File: config.mk
export PLATFORM = sky130hd
export DESIGN_NAME = soft_interrupt_and_acc_load
export DESIGN_NICKNAME = d
export VERILOG_FILES = /design/src/logic/cpu_slice_pkg.sv /design/src/logic/acc_shifter.sv /design/src/logic/soft_interrupt_and_acc_load.sv
export SDC_FILE = /design/constraint.sdc
export NUM_CORES = 1
export LEC_CHECK = 0
export BUFFER_PORTS_ARGS = -buffer_cell sky130_fd_sc_hd__buf_2
export CELL_PAD_IN_SITES_DETAIL_PLACEMENT = 1
export CELL_PAD_IN_SITES_GLOBAL_PLACEMENT = 2
export CORE_ASPECT_RATIO = 0.6
export CORE_MARGIN = 10
export CORE_UTILIZATION = 36
export DETAILED_ROUTE_END_ITERATION = 12
export GPL_TIMING_DRIVEN = 0
export PLACE_DENSITY = 0.84
export SKIP_LAST_GASP = 1
export SYNTH_ARGS = -nofsm -noshare
export SYNTH_HDL_FRONTEND = slang
export SYNTH_HIERARCHICAL = 1
export SYNTH_SLANG_ARGS = --single-unit
File: constraint.sdc
create_clock -name sys_clk -period 8.9 [get_ports sys_clk]
set_input_delay 1.335 -clock sys_clk [delete_from_list [all_inputs] [get_ports sys_clk]]
set_output_delay 1.335 -clock sys_clk [all_outputs]
set_load 0.01 [all_outputs]
File: src/logic/cpu_slice_pkg.sv
package cpu_slice_pkg;
   // Data path widths
   localparam int unsigned WORD_W = 16;
   localparam int unsigned ACC_W = 32;
   localparam int unsigned VEC_W = 5;
   localparam int unsigned WAIT_W = 4;
   localparam int unsigned REP_W = 8;
   localparam int unsigned CYC_W = 16;
   localparam int unsigned SHAMT_W = 5;

   // Opcode patterns in the upper bits of the first word
   localparam logic [10:0] SWI_PATTERN = 11'h5F3;
   localparam logic [3:0] SHL_MEM_TOP = 4'h1;
   localparam logic [7:0] SHL16_TOP = 8'h6A;
   localparam logic [11:0] SHL_CONST_TOP = 12'hBF8;
   localparam logic [7:0] LOW_MEM_TOP = 8'h69;
   localparam logic [7:0] LOW_IMM_TOP = 8'hB9;

   // Field positions
   localparam int unsigned SHIFT_LSB = 8;
   localparam int unsigned CONST_SHIFT_LSB = 0;
   localparam int unsigned INDIRECT_BIT = 7;
   localparam int unsigned AUX_MODE_LSB = 4;
   localparam int unsigned AUX_NEXT_EN_BIT = 3;
   localparam int unsigned AUX_NEXT_LSB = 0;

   // Fixed figures
   localparam logic [SHAMT_W-1:0] FIXED_SHIFT = 5'h10;
   localparam logic [CYC_W-1:0] SWI_BASE_CYCLES = 16'h0004;
   localparam logic [CYC_W-1:0] SWI_WAIT_MULT = 16'h0003;
   localparam logic [CYC_W-1:0] CONST_BASE_CYCLES = 16'h0002;
   localparam logic [CYC_W-1:0] CONST_WAIT_MULT = 16'h0002;
   localparam logic [CYC_W-1:0] SHARED_EXTRA = 16'h0001;
   localparam logic [CYC_W-1:0] BOTH_EXT_EXTRA = 16'h0001;
   localparam logic [1:0] SPEC_FETCH_WORDS = 2'h2;

   // Values after reset
   localparam logic [ACC_W-1:0] ACC_RESET = 32'h0000_0000;
   localparam logic [2:0] AUX_PTR_RESET = 3'h0;

   typedef enum {ST_IDLE, ST_EXEC} state_e;
   typedef enum {OP_NONE, OP_SWI, OP_SHL_MEM, OP_SHL_CONST, OP_LOW_MEM, OP_LOW_IMM} op_e;
endpackage

File: src/logic/acc_shifter.sv
`timescale 1ns/1ps
`default_nettype none
module acc_shifter
   import cpu_slice_pkg::*;
#(
   parameter int unsigned IN_W = 16,
   parameter int unsigned OUT_W = 32
) (
   // Operand and shift
   input wire logic [IN_W-1:0] operand,
   input wire logic [cpu_slice_pkg::SHAMT_W-1:0] shiftAmount,
   input wire logic signExtend,
   // Result
   output logic [OUT_W-1:0] result
);
   logic [OUT_W-1:0] widened;

   // Widen first, then shift: zeros come in at the bottom
   always_comb begin
      if (signExtend) begin
         widened = {{(OUT_W-IN_W){operand[IN_W-1]}}, operand}; // RULE10
      end else begin
         widened = {{(OUT_W-IN_W){1'b0}}, operand}; // RULE10
      end
      result = widened << shiftAmount;
   end
endmodule
`default_nettype wire

File: src/logic/soft_interrupt_and_acc_load.sv
// How it works
// [RULE1] Software interrupt carries a 5-bit index and jumps to that vector.
// [RULE2] Software interrupt pushes PC plus one as the return address.
// [RULE3] Software interrupt is never blocked by any interrupt mask.
// [RULE4] External vectors get an acknowledge pulse and set the global mask.
// [RULE5] Software interrupt takes 4 cycles, or 4+3p from external code.
// [RULE6] Two speculatively fetched words after the branch are discarded.
// [RULE7] Shifted load takes a 0..15 shift from bits 11..8.
// [RULE8] A separate form shifts the operand left by exactly 16.
// [RULE9] Long-immediate form takes its constant from the second word.
// [RULE10] Shift fills zeros low; high bits sign extend only when mode is set.
// [RULE11] Direct form gives 7 address bits; bit 7 selects indirect addressing.
// [RULE12] Indirect form passes update option and may pick next aux pointer.
// [RULE13] Single memory load: 1, 2 shared block, 1+d, 2+d+p.
// [RULE14] Long-immediate load: 2 cycles, or 2+2p from external code.
// [RULE15] Repeated load: n, n+nd, n+1+p+nd.
// [RULE16] Immediate low load: 1 cycle, or 1+p from external code.
// [RULE17] Repeated low load: n, n+1 shared block, n+nd.
// [RULE18] Interrupt opcode is 10111110011 in bits 15..5, index in 4..0.
// [RULE19] Low load puts operand in bits 15..0, clears the upper half.
// [RULE20] Vector address is twice the index, two words per vector.
`timescale 1ns/1ps
`default_nettype none
module soft_interrupt_and_acc_load
   import cpu_slice_pkg::*;
(
   // Clock and reset
   input wire logic sys_clk,
   input wire logic rst,
   // Instruction stream
   input wire logic instrValid,
   input wire logic [cpu_slice_pkg::WORD_W-1:0] instrWord,
   input wire logic [cpu_slice_pkg::WORD_W-1:0] pc,
   output logic instrReady,
   // Memory placement and waits
   input wire logic codeExternal,
   input wire logic codeOperandSameBlock,
   input wire logic operandExternal,
   input wire logic [cpu_slice_pkg::WAIT_W-1:0] progWaitStates,
   input wire logic [cpu_slice_pkg::WAIT_W-1:0] dataWaitStates,
   // Repeat control
   input wire logic repeatActive,
   input wire logic [cpu_slice_pkg::REP_W-1:0] repeatCount,
   // Operand and status
   input wire logic [cpu_slice_pkg::WORD_W-1:0] operandData,
   input wire logic signExtendModeBit,
   input wire logic [31:0] extVectorMask,
   // Accumulator
   output logic [cpu_slice_pkg::ACC_W-1:0] acc,
   output logic accWrite,
   // Data address and aux unit
   output logic [6:0] dataAddrLow,
   output logic indirectMode,
   output logic auxUpdate,
   output logic [2:0] auxMode,
   output logic [2:0] auxPointer,
   // Program flow
   output logic stackPush,
   output logic [cpu_slice_pkg::WORD_W-1:0] stackData,
   output logic pcLoad,
   output logic [cpu_slice_pkg::WORD_W-1:0] pcTarget,
   output logic intAck,
   output logic globalIrqMaskSet,
   output logic [1:0] discardedWords,
   output logic busy,
   output logic done
);
   typedef struct packed {
      state_e st;
      op_e op;
      logic [CYC_W-1:0] cnt;
      logic [WORD_W-1:0] word;
      logic [WORD_W-1:0] konst;
      logic haveConst;
      logic [WORD_W-1:0] retAddr;
      logic [ACC_W-1:0] acc;
      logic accWrite;
      logic [6:0] dataAddrLow;
      logic indirectMode;
      logic auxUpdate;
      logic [2:0] auxMode;
      logic [2:0] auxPointer;
      logic stackPush;
      logic [WORD_W-1:0] stackData;
      logic pcLoad;
      logic [WORD_W-1:0] pcTarget;
      logic intAck;
      logic globalIrqMaskSet;
      logic [1:0] discardedWords;
      logic busy;
      logic ready;
      logic done;
   } state_s;

   state_s cur;
   state_s nxt;
   op_e decOp;
   logic [CYC_W-1:0] decCycles;
   logic [CYC_W-1:0] repN;
   logic [CYC_W-1:0] pWait;
   logic [CYC_W-1:0] dWait;
   logic [WORD_W-1:0] shiftSrc;
   logic [SHAMT_W-1:0] shiftAmt;
   logic shiftSext;
   logic [ACC_W-1:0] shifted;

   // Decode of the first word
   always_comb begin
      decOp = OP_NONE;
      if (instrWord[15:5] == SWI_PATTERN) begin
         decOp = OP_SWI; // RULE18
      end else if (instrWord[15:4] == SHL_CONST_TOP) begin
         decOp = OP_SHL_CONST; // RULE9
      end else if (instrWord[15:12] == SHL_MEM_TOP || instrWord[15:8] == SHL16_TOP) begin
         decOp = OP_SHL_MEM; // RULE7 RULE8
      end else if (instrWord[15:8] == LOW_MEM_TOP) begin
         decOp = OP_LOW_MEM;
      end else if (instrWord[15:8] == LOW_IMM_TOP) begin
         decOp = OP_LOW_IMM;
      end
   end

   // Cycle budget; a repeat count of zero counts as one pass
   always_comb begin
      pWait = {{(CYC_W-WAIT_W){1'b0}}, progWaitStates};
      dWait = {{(CYC_W-WAIT_W){1'b0}}, dataWaitStates};
      repN = 16'h0001;
      if (repeatActive && repeatCount != 8'h00) begin
         repN = {{(CYC_W-REP_W){1'b0}}, repeatCount};
      end
      decCycles = repN;
      case (decOp)
         OP_SWI: begin
            decCycles = SWI_BASE_CYCLES + (codeExternal ? CYC_W'(SWI_WAIT_MULT * pWait) : 16'h0000); // RULE5
         end
         OP_SHL_CONST: begin
            decCycles = CONST_BASE_CYCLES + (codeExternal ? CYC_W'(CONST_WAIT_MULT * pWait) : 16'h0000); // RULE14
         end
         OP_LOW_IMM: begin
            decCycles = repN + (codeExternal ? pWait : 16'h0000); // RULE16
         end
         OP_SHL_MEM, OP_LOW_MEM: begin
            if (operandExternal) begin
               decCycles = repN + CYC_W'(repN * dWait); // RULE13 RULE15 RULE17
               if (codeExternal) begin
                  decCycles = decCycles + BOTH_EXT_EXTRA + pWait; // RULE13 RULE15
               end
            end else if (codeExternal) begin
               decCycles = repN + pWait;
            end else if (codeOperandSameBlock) begin
               decCycles = repN + SHARED_EXTRA; // RULE13 RULE17
            end
         end
         default: begin
            decCycles = repN;
         end
      endcase
   end

   // Shift source and amount for the load being finished
   always_comb begin
      shiftSrc = operandData;
      shiftAmt = {1'b0, cur.word[SHIFT_LSB+3:SHIFT_LSB]}; // RULE7
      shiftSext = signExtendModeBit; // RULE10
      case (cur.op)
         OP_SHL_CONST: begin
            shiftSrc = cur.konst; // RULE9
            shiftAmt = {1'b0, cur.word[CONST_SHIFT_LSB+3:CONST_SHIFT_LSB]};
         end
         OP_SHL_MEM: begin
            if (cur.word[15:8] == SHL16_TOP) begin
               shiftAmt = FIXED_SHIFT; // RULE8
            end
         end
         OP_LOW_MEM: begin
            shiftAmt = '0;
            shiftSext = 1'b0; // RULE19
         end
         OP_LOW_IMM: begin
            shiftSrc = {8'h00, cur.word[7:0]};
            shiftAmt = '0;
            shiftSext = 1'b0; // RULE19
         end
         default: begin
            shiftAmt = '0;
         end
      endcase
   end

   acc_shifter #(
      .IN_W(WORD_W),
      .OUT_W(ACC_W)
   ) u_shifter (
      .operand(shiftSrc),
      .shiftAmount(shiftAmt),
      .signExtend(shiftSext),
      .result(shifted)
   );

   // Next state; pulses fall back to zero every cycle
   always_comb begin
      nxt = cur;
      nxt.accWrite = 1'b0;
      nxt.auxUpdate = 1'b0;
      nxt.stackPush = 1'b0;
      nxt.pcLoad = 1'b0;
      nxt.intAck = 1'b0;
      nxt.globalIrqMaskSet = 1'b0;
      nxt.done = 1'b0;
      case (cur.st)
         ST_IDLE: begin
            if (instrValid && decOp != OP_NONE) begin
               nxt.st = ST_EXEC;
               nxt.op = decOp;
               nxt.cnt = decCycles;
               nxt.word = instrWord;
               nxt.haveConst = 1'b0;
               nxt.retAddr = pc + 16'h0001; // RULE2
               nxt.discardedWords = 2'h0;
               nxt.busy = 1'b1;
               nxt.ready = 1'b0;
               if (decOp == OP_SHL_MEM || decOp == OP_LOW_MEM) begin
                  nxt.indirectMode = instrWord[INDIRECT_BIT]; // RULE11
                  nxt.dataAddrLow = instrWord[6:0]; // RULE11
               end
            end
         end
         ST_EXEC: begin
            // Second word is the constant; words after a branch are dropped
            if (instrValid && cur.op == OP_SHL_CONST && !cur.haveConst) begin
               nxt.konst = instrWord; // RULE9
               nxt.haveConst = 1'b1;
            end else if (instrValid && cur.op == OP_SWI && cur.discardedWords != SPEC_FETCH_WORDS) begin
               nxt.discardedWords = cur.discardedWords + 2'h1; // RULE6
            end
            nxt.cnt = cur.cnt - 16'h0001;
            if (cur.cnt <= 16'h0001) begin
               nxt.st = ST_IDLE;
               nxt.op = OP_NONE;
               nxt.busy = 1'b0;
               nxt.ready = 1'b1;
               nxt.done = 1'b1;
               if (cur.op == OP_SWI) begin
                  // No interrupt mask gates the branch; extVectorMask only selects the acknowledge
                  nxt.stackPush = 1'b1; // RULE2 RULE3
                  nxt.stackData = cur.retAddr;
                  nxt.pcLoad = 1'b1; // RULE1
                  nxt.pcTarget = {10'h000, cur.word[4:0], 1'b0}; // RULE20
                  nxt.globalIrqMaskSet = 1'b1; // RULE4
                  nxt.intAck = extVectorMask[cur.word[4:0]]; // RULE4
                  nxt.discardedWords = SPEC_FETCH_WORDS; // RULE6
               end else begin
                  nxt.acc = shifted; // RULE10 RULE19
                  nxt.accWrite = 1'b1;
                  if ((cur.op == OP_SHL_MEM || cur.op == OP_LOW_MEM) && cur.word[INDIRECT_BIT]) begin
                     nxt.auxUpdate = 1'b1; // RULE12
                     nxt.auxMode = cur.word[AUX_MODE_LSB+2:AUX_MODE_LSB];
                     if (cur.word[AUX_NEXT_EN_BIT]) begin
                        nxt.auxPointer = cur.word[AUX_NEXT_LSB+2:AUX_NEXT_LSB]; // RULE12
                     end
                  end
               end
            end
         end
         default: begin
            nxt.st = ST_IDLE;
         end
      endcase
   end

   // Single state register
   always_ff @(posedge sys_clk) begin
      if (rst) begin
         cur <= '0;
         cur.st <= ST_IDLE;
         cur.op <= OP_NONE;
         cur.acc <= ACC_RESET;
         cur.auxPointer <= AUX_PTR_RESET;
         cur.ready <= 1'b1;
      end else begin
         cur <= nxt;
      end
   end

   // Outputs straight from the state register
   always_comb begin
      instrReady = cur.ready;
      acc = cur.acc;
      accWrite = cur.accWrite;
      dataAddrLow = cur.dataAddrLow;
      indirectMode = cur.indirectMode;
      auxUpdate = cur.auxUpdate;
      auxMode = cur.auxMode;
      auxPointer = cur.auxPointer;
      stackPush = cur.stackPush;
      stackData = cur.stackData;
      pcLoad = cur.pcLoad;
      pcTarget = cur.pcTarget;
      intAck = cur.intAck;
      globalIrqMaskSet = cur.globalIrqMaskSet;
      discardedWords = cur.discardedWords;
      busy = cur.busy;
      done = cur.done;
   end
endmodule
`default_nettype wire

==> out/qor.csv <==
metric,value,unit
status,finished clean,
CTS Buf Count,17,
Worst Hold Launch,acc[1],
CTS tree,yes,
"Hold Vio Cnt, Final",0,
setup TNS,0,ns
postcts setup bufs,0,
total grt overflow,0,
post-CTS sizing,0,
Tcrit/Tclk final,0.772,
Post-CTS Hold Fix Bufs,0,
CP max-delay cell,a21oi_1,
Worst EP required,9.25,ns
synth unique cells,87,
Root Buffer,clkbuf_16,
max_cap viols,0,
via count,11484,
die width,248,µm
largest net degree at the start of global routing,17,
H-tree Lvls,4,
# IOs,193,
CP most frequent cell,fa_1,
Worst-Skew Late Latency,0.44,ns
nets,1806,
Final ANT Viol Nets,0,
Synth area leader,dfxtp_1,
"Slew Viols, Final",0,
unrepaired setup endpoints after global routing,no,
Final Setup Violations,0,
power density cells,138,nW/µm²
"Arr. time, crit path",7.22,ns
clock buffer depth,2,
crit-path max cell delay,0.56,ns
cell with the most instances after synthesis,nand2_1,
Mapped Cells,1429,
R2R depth,12,
WHS Path Cells,2,
number of antenna diodes,0,
worst r2r src,cur[122],
total iterations of the first detailed-routing run,5,
Slew HR,0.399,
post-synthesis sequential area ratio,0.258,
share of post-route cells with drive strength above 1,0.224,
internal power,1.23,mW
hpwl dp,37900,µm
Logic pwr share,0.247,
final WL,46500,µm
crit end category,flip-flop,
critical path class,input port to flip-flop,
global-route wire length before repair,70300,µm
"CTS clk-pin slew, worst paths",0.07,ns
worst-margin pin slew,0.902,ns
startpoint class of the critical path,input port,
Synth area leaders,"dfxtp_1 (26%), nand2_1 (8.9%), a21oi_1 (6.9%)",
top cell type's share of synthesized area,0.258,
HP Class,flip-flop to flip-flop,
First DRT Iteration DRCs,944,
antenna violations before repair,0,
CTS sink count,145,
PortBufs,176,
"flops & latches, synth",145,
post-DR vias/cell,5.59,
Remaining DRCs,0,
Worst Skew,0.00946,ns
Avg Synthesized Cell Area,7.86,µm²
Seq pwr share,0.366,
FF+latch area,2900,µm²
core area,30300,µm²
multi-input logic area,7210,µm²
Switching Power,0.590,mW
Max Freq,146,MHz
Rows,49,
prevailing post-synth register cell,dfxtp_1,
Critical Path Fanout Max,10,
GP Congestion,0.939,
vias in the first global route,11403,
WHS,0.453,ns
Mapped Area,11200,µm²
switching share of total power,0.324,
Static Leakage,5.54,nW
initial core utilization,0.370,
Tmin final,6.87,ns
Hold Crit Endpoint,acc[1],
"FFs w/ async S/R, synth",0,
clock group share of total power,0.387,
reg2reg end,acc[20],
Die ar.,38900,µm²
Layout fillers,3806,
Total GRT Usage,0.234,
"top cells by count, synth","nand2_1 (267), a21oi_1 (154), dfxtp_1 (145)",
Peak VDD IR,0.0896,mV
"EDFF count, synth",0,
Wirelength per Cell,22.6,µm
Die Ht,157,µm
crit-path cells,clkbuf_1 > nor4_1 > a21oi_1 > inv_1 > nand2_1 > fa_1 > fa_1 > inv_1 > fa_1 > ha_1 > xnor2_1 > ha_1 > nand2_1 > o21ai_1 > or3b_1 > nor4_1 > a211oi_1 > xnor2_1 > a211o_1 > a211oi_1,
warning count from the yosys run,6,
area grow syn2layout,17.7,%
R2R setup slack,5.12,ns
[placed cells by master, fill, tap and decap left out, types with 21 or more instances in the layout]
cell type    n
inv_1       37
clkbuf_1    59
fa_1        23
ha_1        45
nor3_1      31
a21oi_1    154
xnor2_1     31
dfxtp_1    145
nor2_1     103
and3_1      30
o21ai_0     26
a211oi_1    33
mux4_2      21
buf_2      196
nand2_1    267
nand3_1     29
buf_4       85
[through the flow]
stage                     worst slack, ns  std cells  cell area (µm²)   util  total power [mW]
after floorplan                      2.71       1439            11300      -             0.969
after global placement               1.81       2023            12700  0.417              1.11
after detailed placement             1.73       2023            12700  0.417              1.12
after CTS                            2.18       2055            13200  0.436              1.82
after global routing                 1.71       2055            13200  0.436              1.90
final                                2.03       2055            13200  0.436              1.82
[flip-flops by register name, indices dropped and copies added, names as in the netlist]
signal,cells
intAck,1
discardedWords,2
auxUpdate,1
pcTarget,5
accWrite,1
dataAddrLow,7
done,1
auxMode,3
busy,1
instrReady,1
auxPointer,3
stackPush,1
cur,69
stackData,16
acc,32
indirectMode,1
[layout make-up]
type / instances / share of cell area
Multi-Input combinational cell: 1084 / 0.545
Sequential cell: 145 / 0.219
Buffer: 171 / 0.0770
Timing Repair Buffer: 176 / 0.0666
Tap cell: 408 / 0.0386
Clock buffer: 20 / 0.0345
Inverter: 39 / 0.0111
Clock inverter: 12 / 0.00813
[power groups by stage]
stage	registers, mW	logic [mW]	clock network [mW]
global route	0.668	0.490	0.745
finish	0.667	0.450	0.706
CTS	0.667	0.440	0.717
global placement	0.681	0.427	0
detailed placement	0.681	0.437	0
floorplan	0.679	0.290	0
[worst max path at each step]
stage,end,slack (ns),startpoint
after global placement,cur[150],1.81,repeatCount[5]
after global routing,cur[144],1.71,repeatCount[5]
final,cur[144],2.03,repeatCount[5]
after CTS,cur[144],2.18,repeatCount[5]
after detailed placement,cur[150],1.73,repeatCount[5]
after floorplan,cur[150],2.71,repeatCount[5]
[critical path, delay by kind of cell]
| kind | cells | cell delay [ns] |
|---|---|---|
| fa+ha+maj | 5 | 2.17 |
| compound gates | 5 | 1.42 |
| simple gates | 5 | 1.18 |
| buf+inv | 3 | 0.76 |
| xor+xnor | 2 | 0.36 |
[logic make-up after synthesis]
kind of cell	synth area share
buffers and inverters	0.104
muxes	0.0853
adders and majority gates	0.0911
other	0.000334
and+or+nand+nor	0.234
DFF	0.258
xor gates and xnor gates	0.0398
AOI/OAI and AO/OA	0.187
[metal layers]
metal | vias up | share of wire | track usage | routed length, µm
met1 | 5663 | 0.52 | 0.368 | 24000
li1 | 5365 | - | - | -
met5 | - | 0 | 0 | 0
met4 | 0 | 0.0078 | 0.0393 | 363
met2 | 428 | 0.38 | 0.308 | 17700
met3 | 28 | 0.096 | 0.0573 | 4450
(Power assumes the default switching activity.)
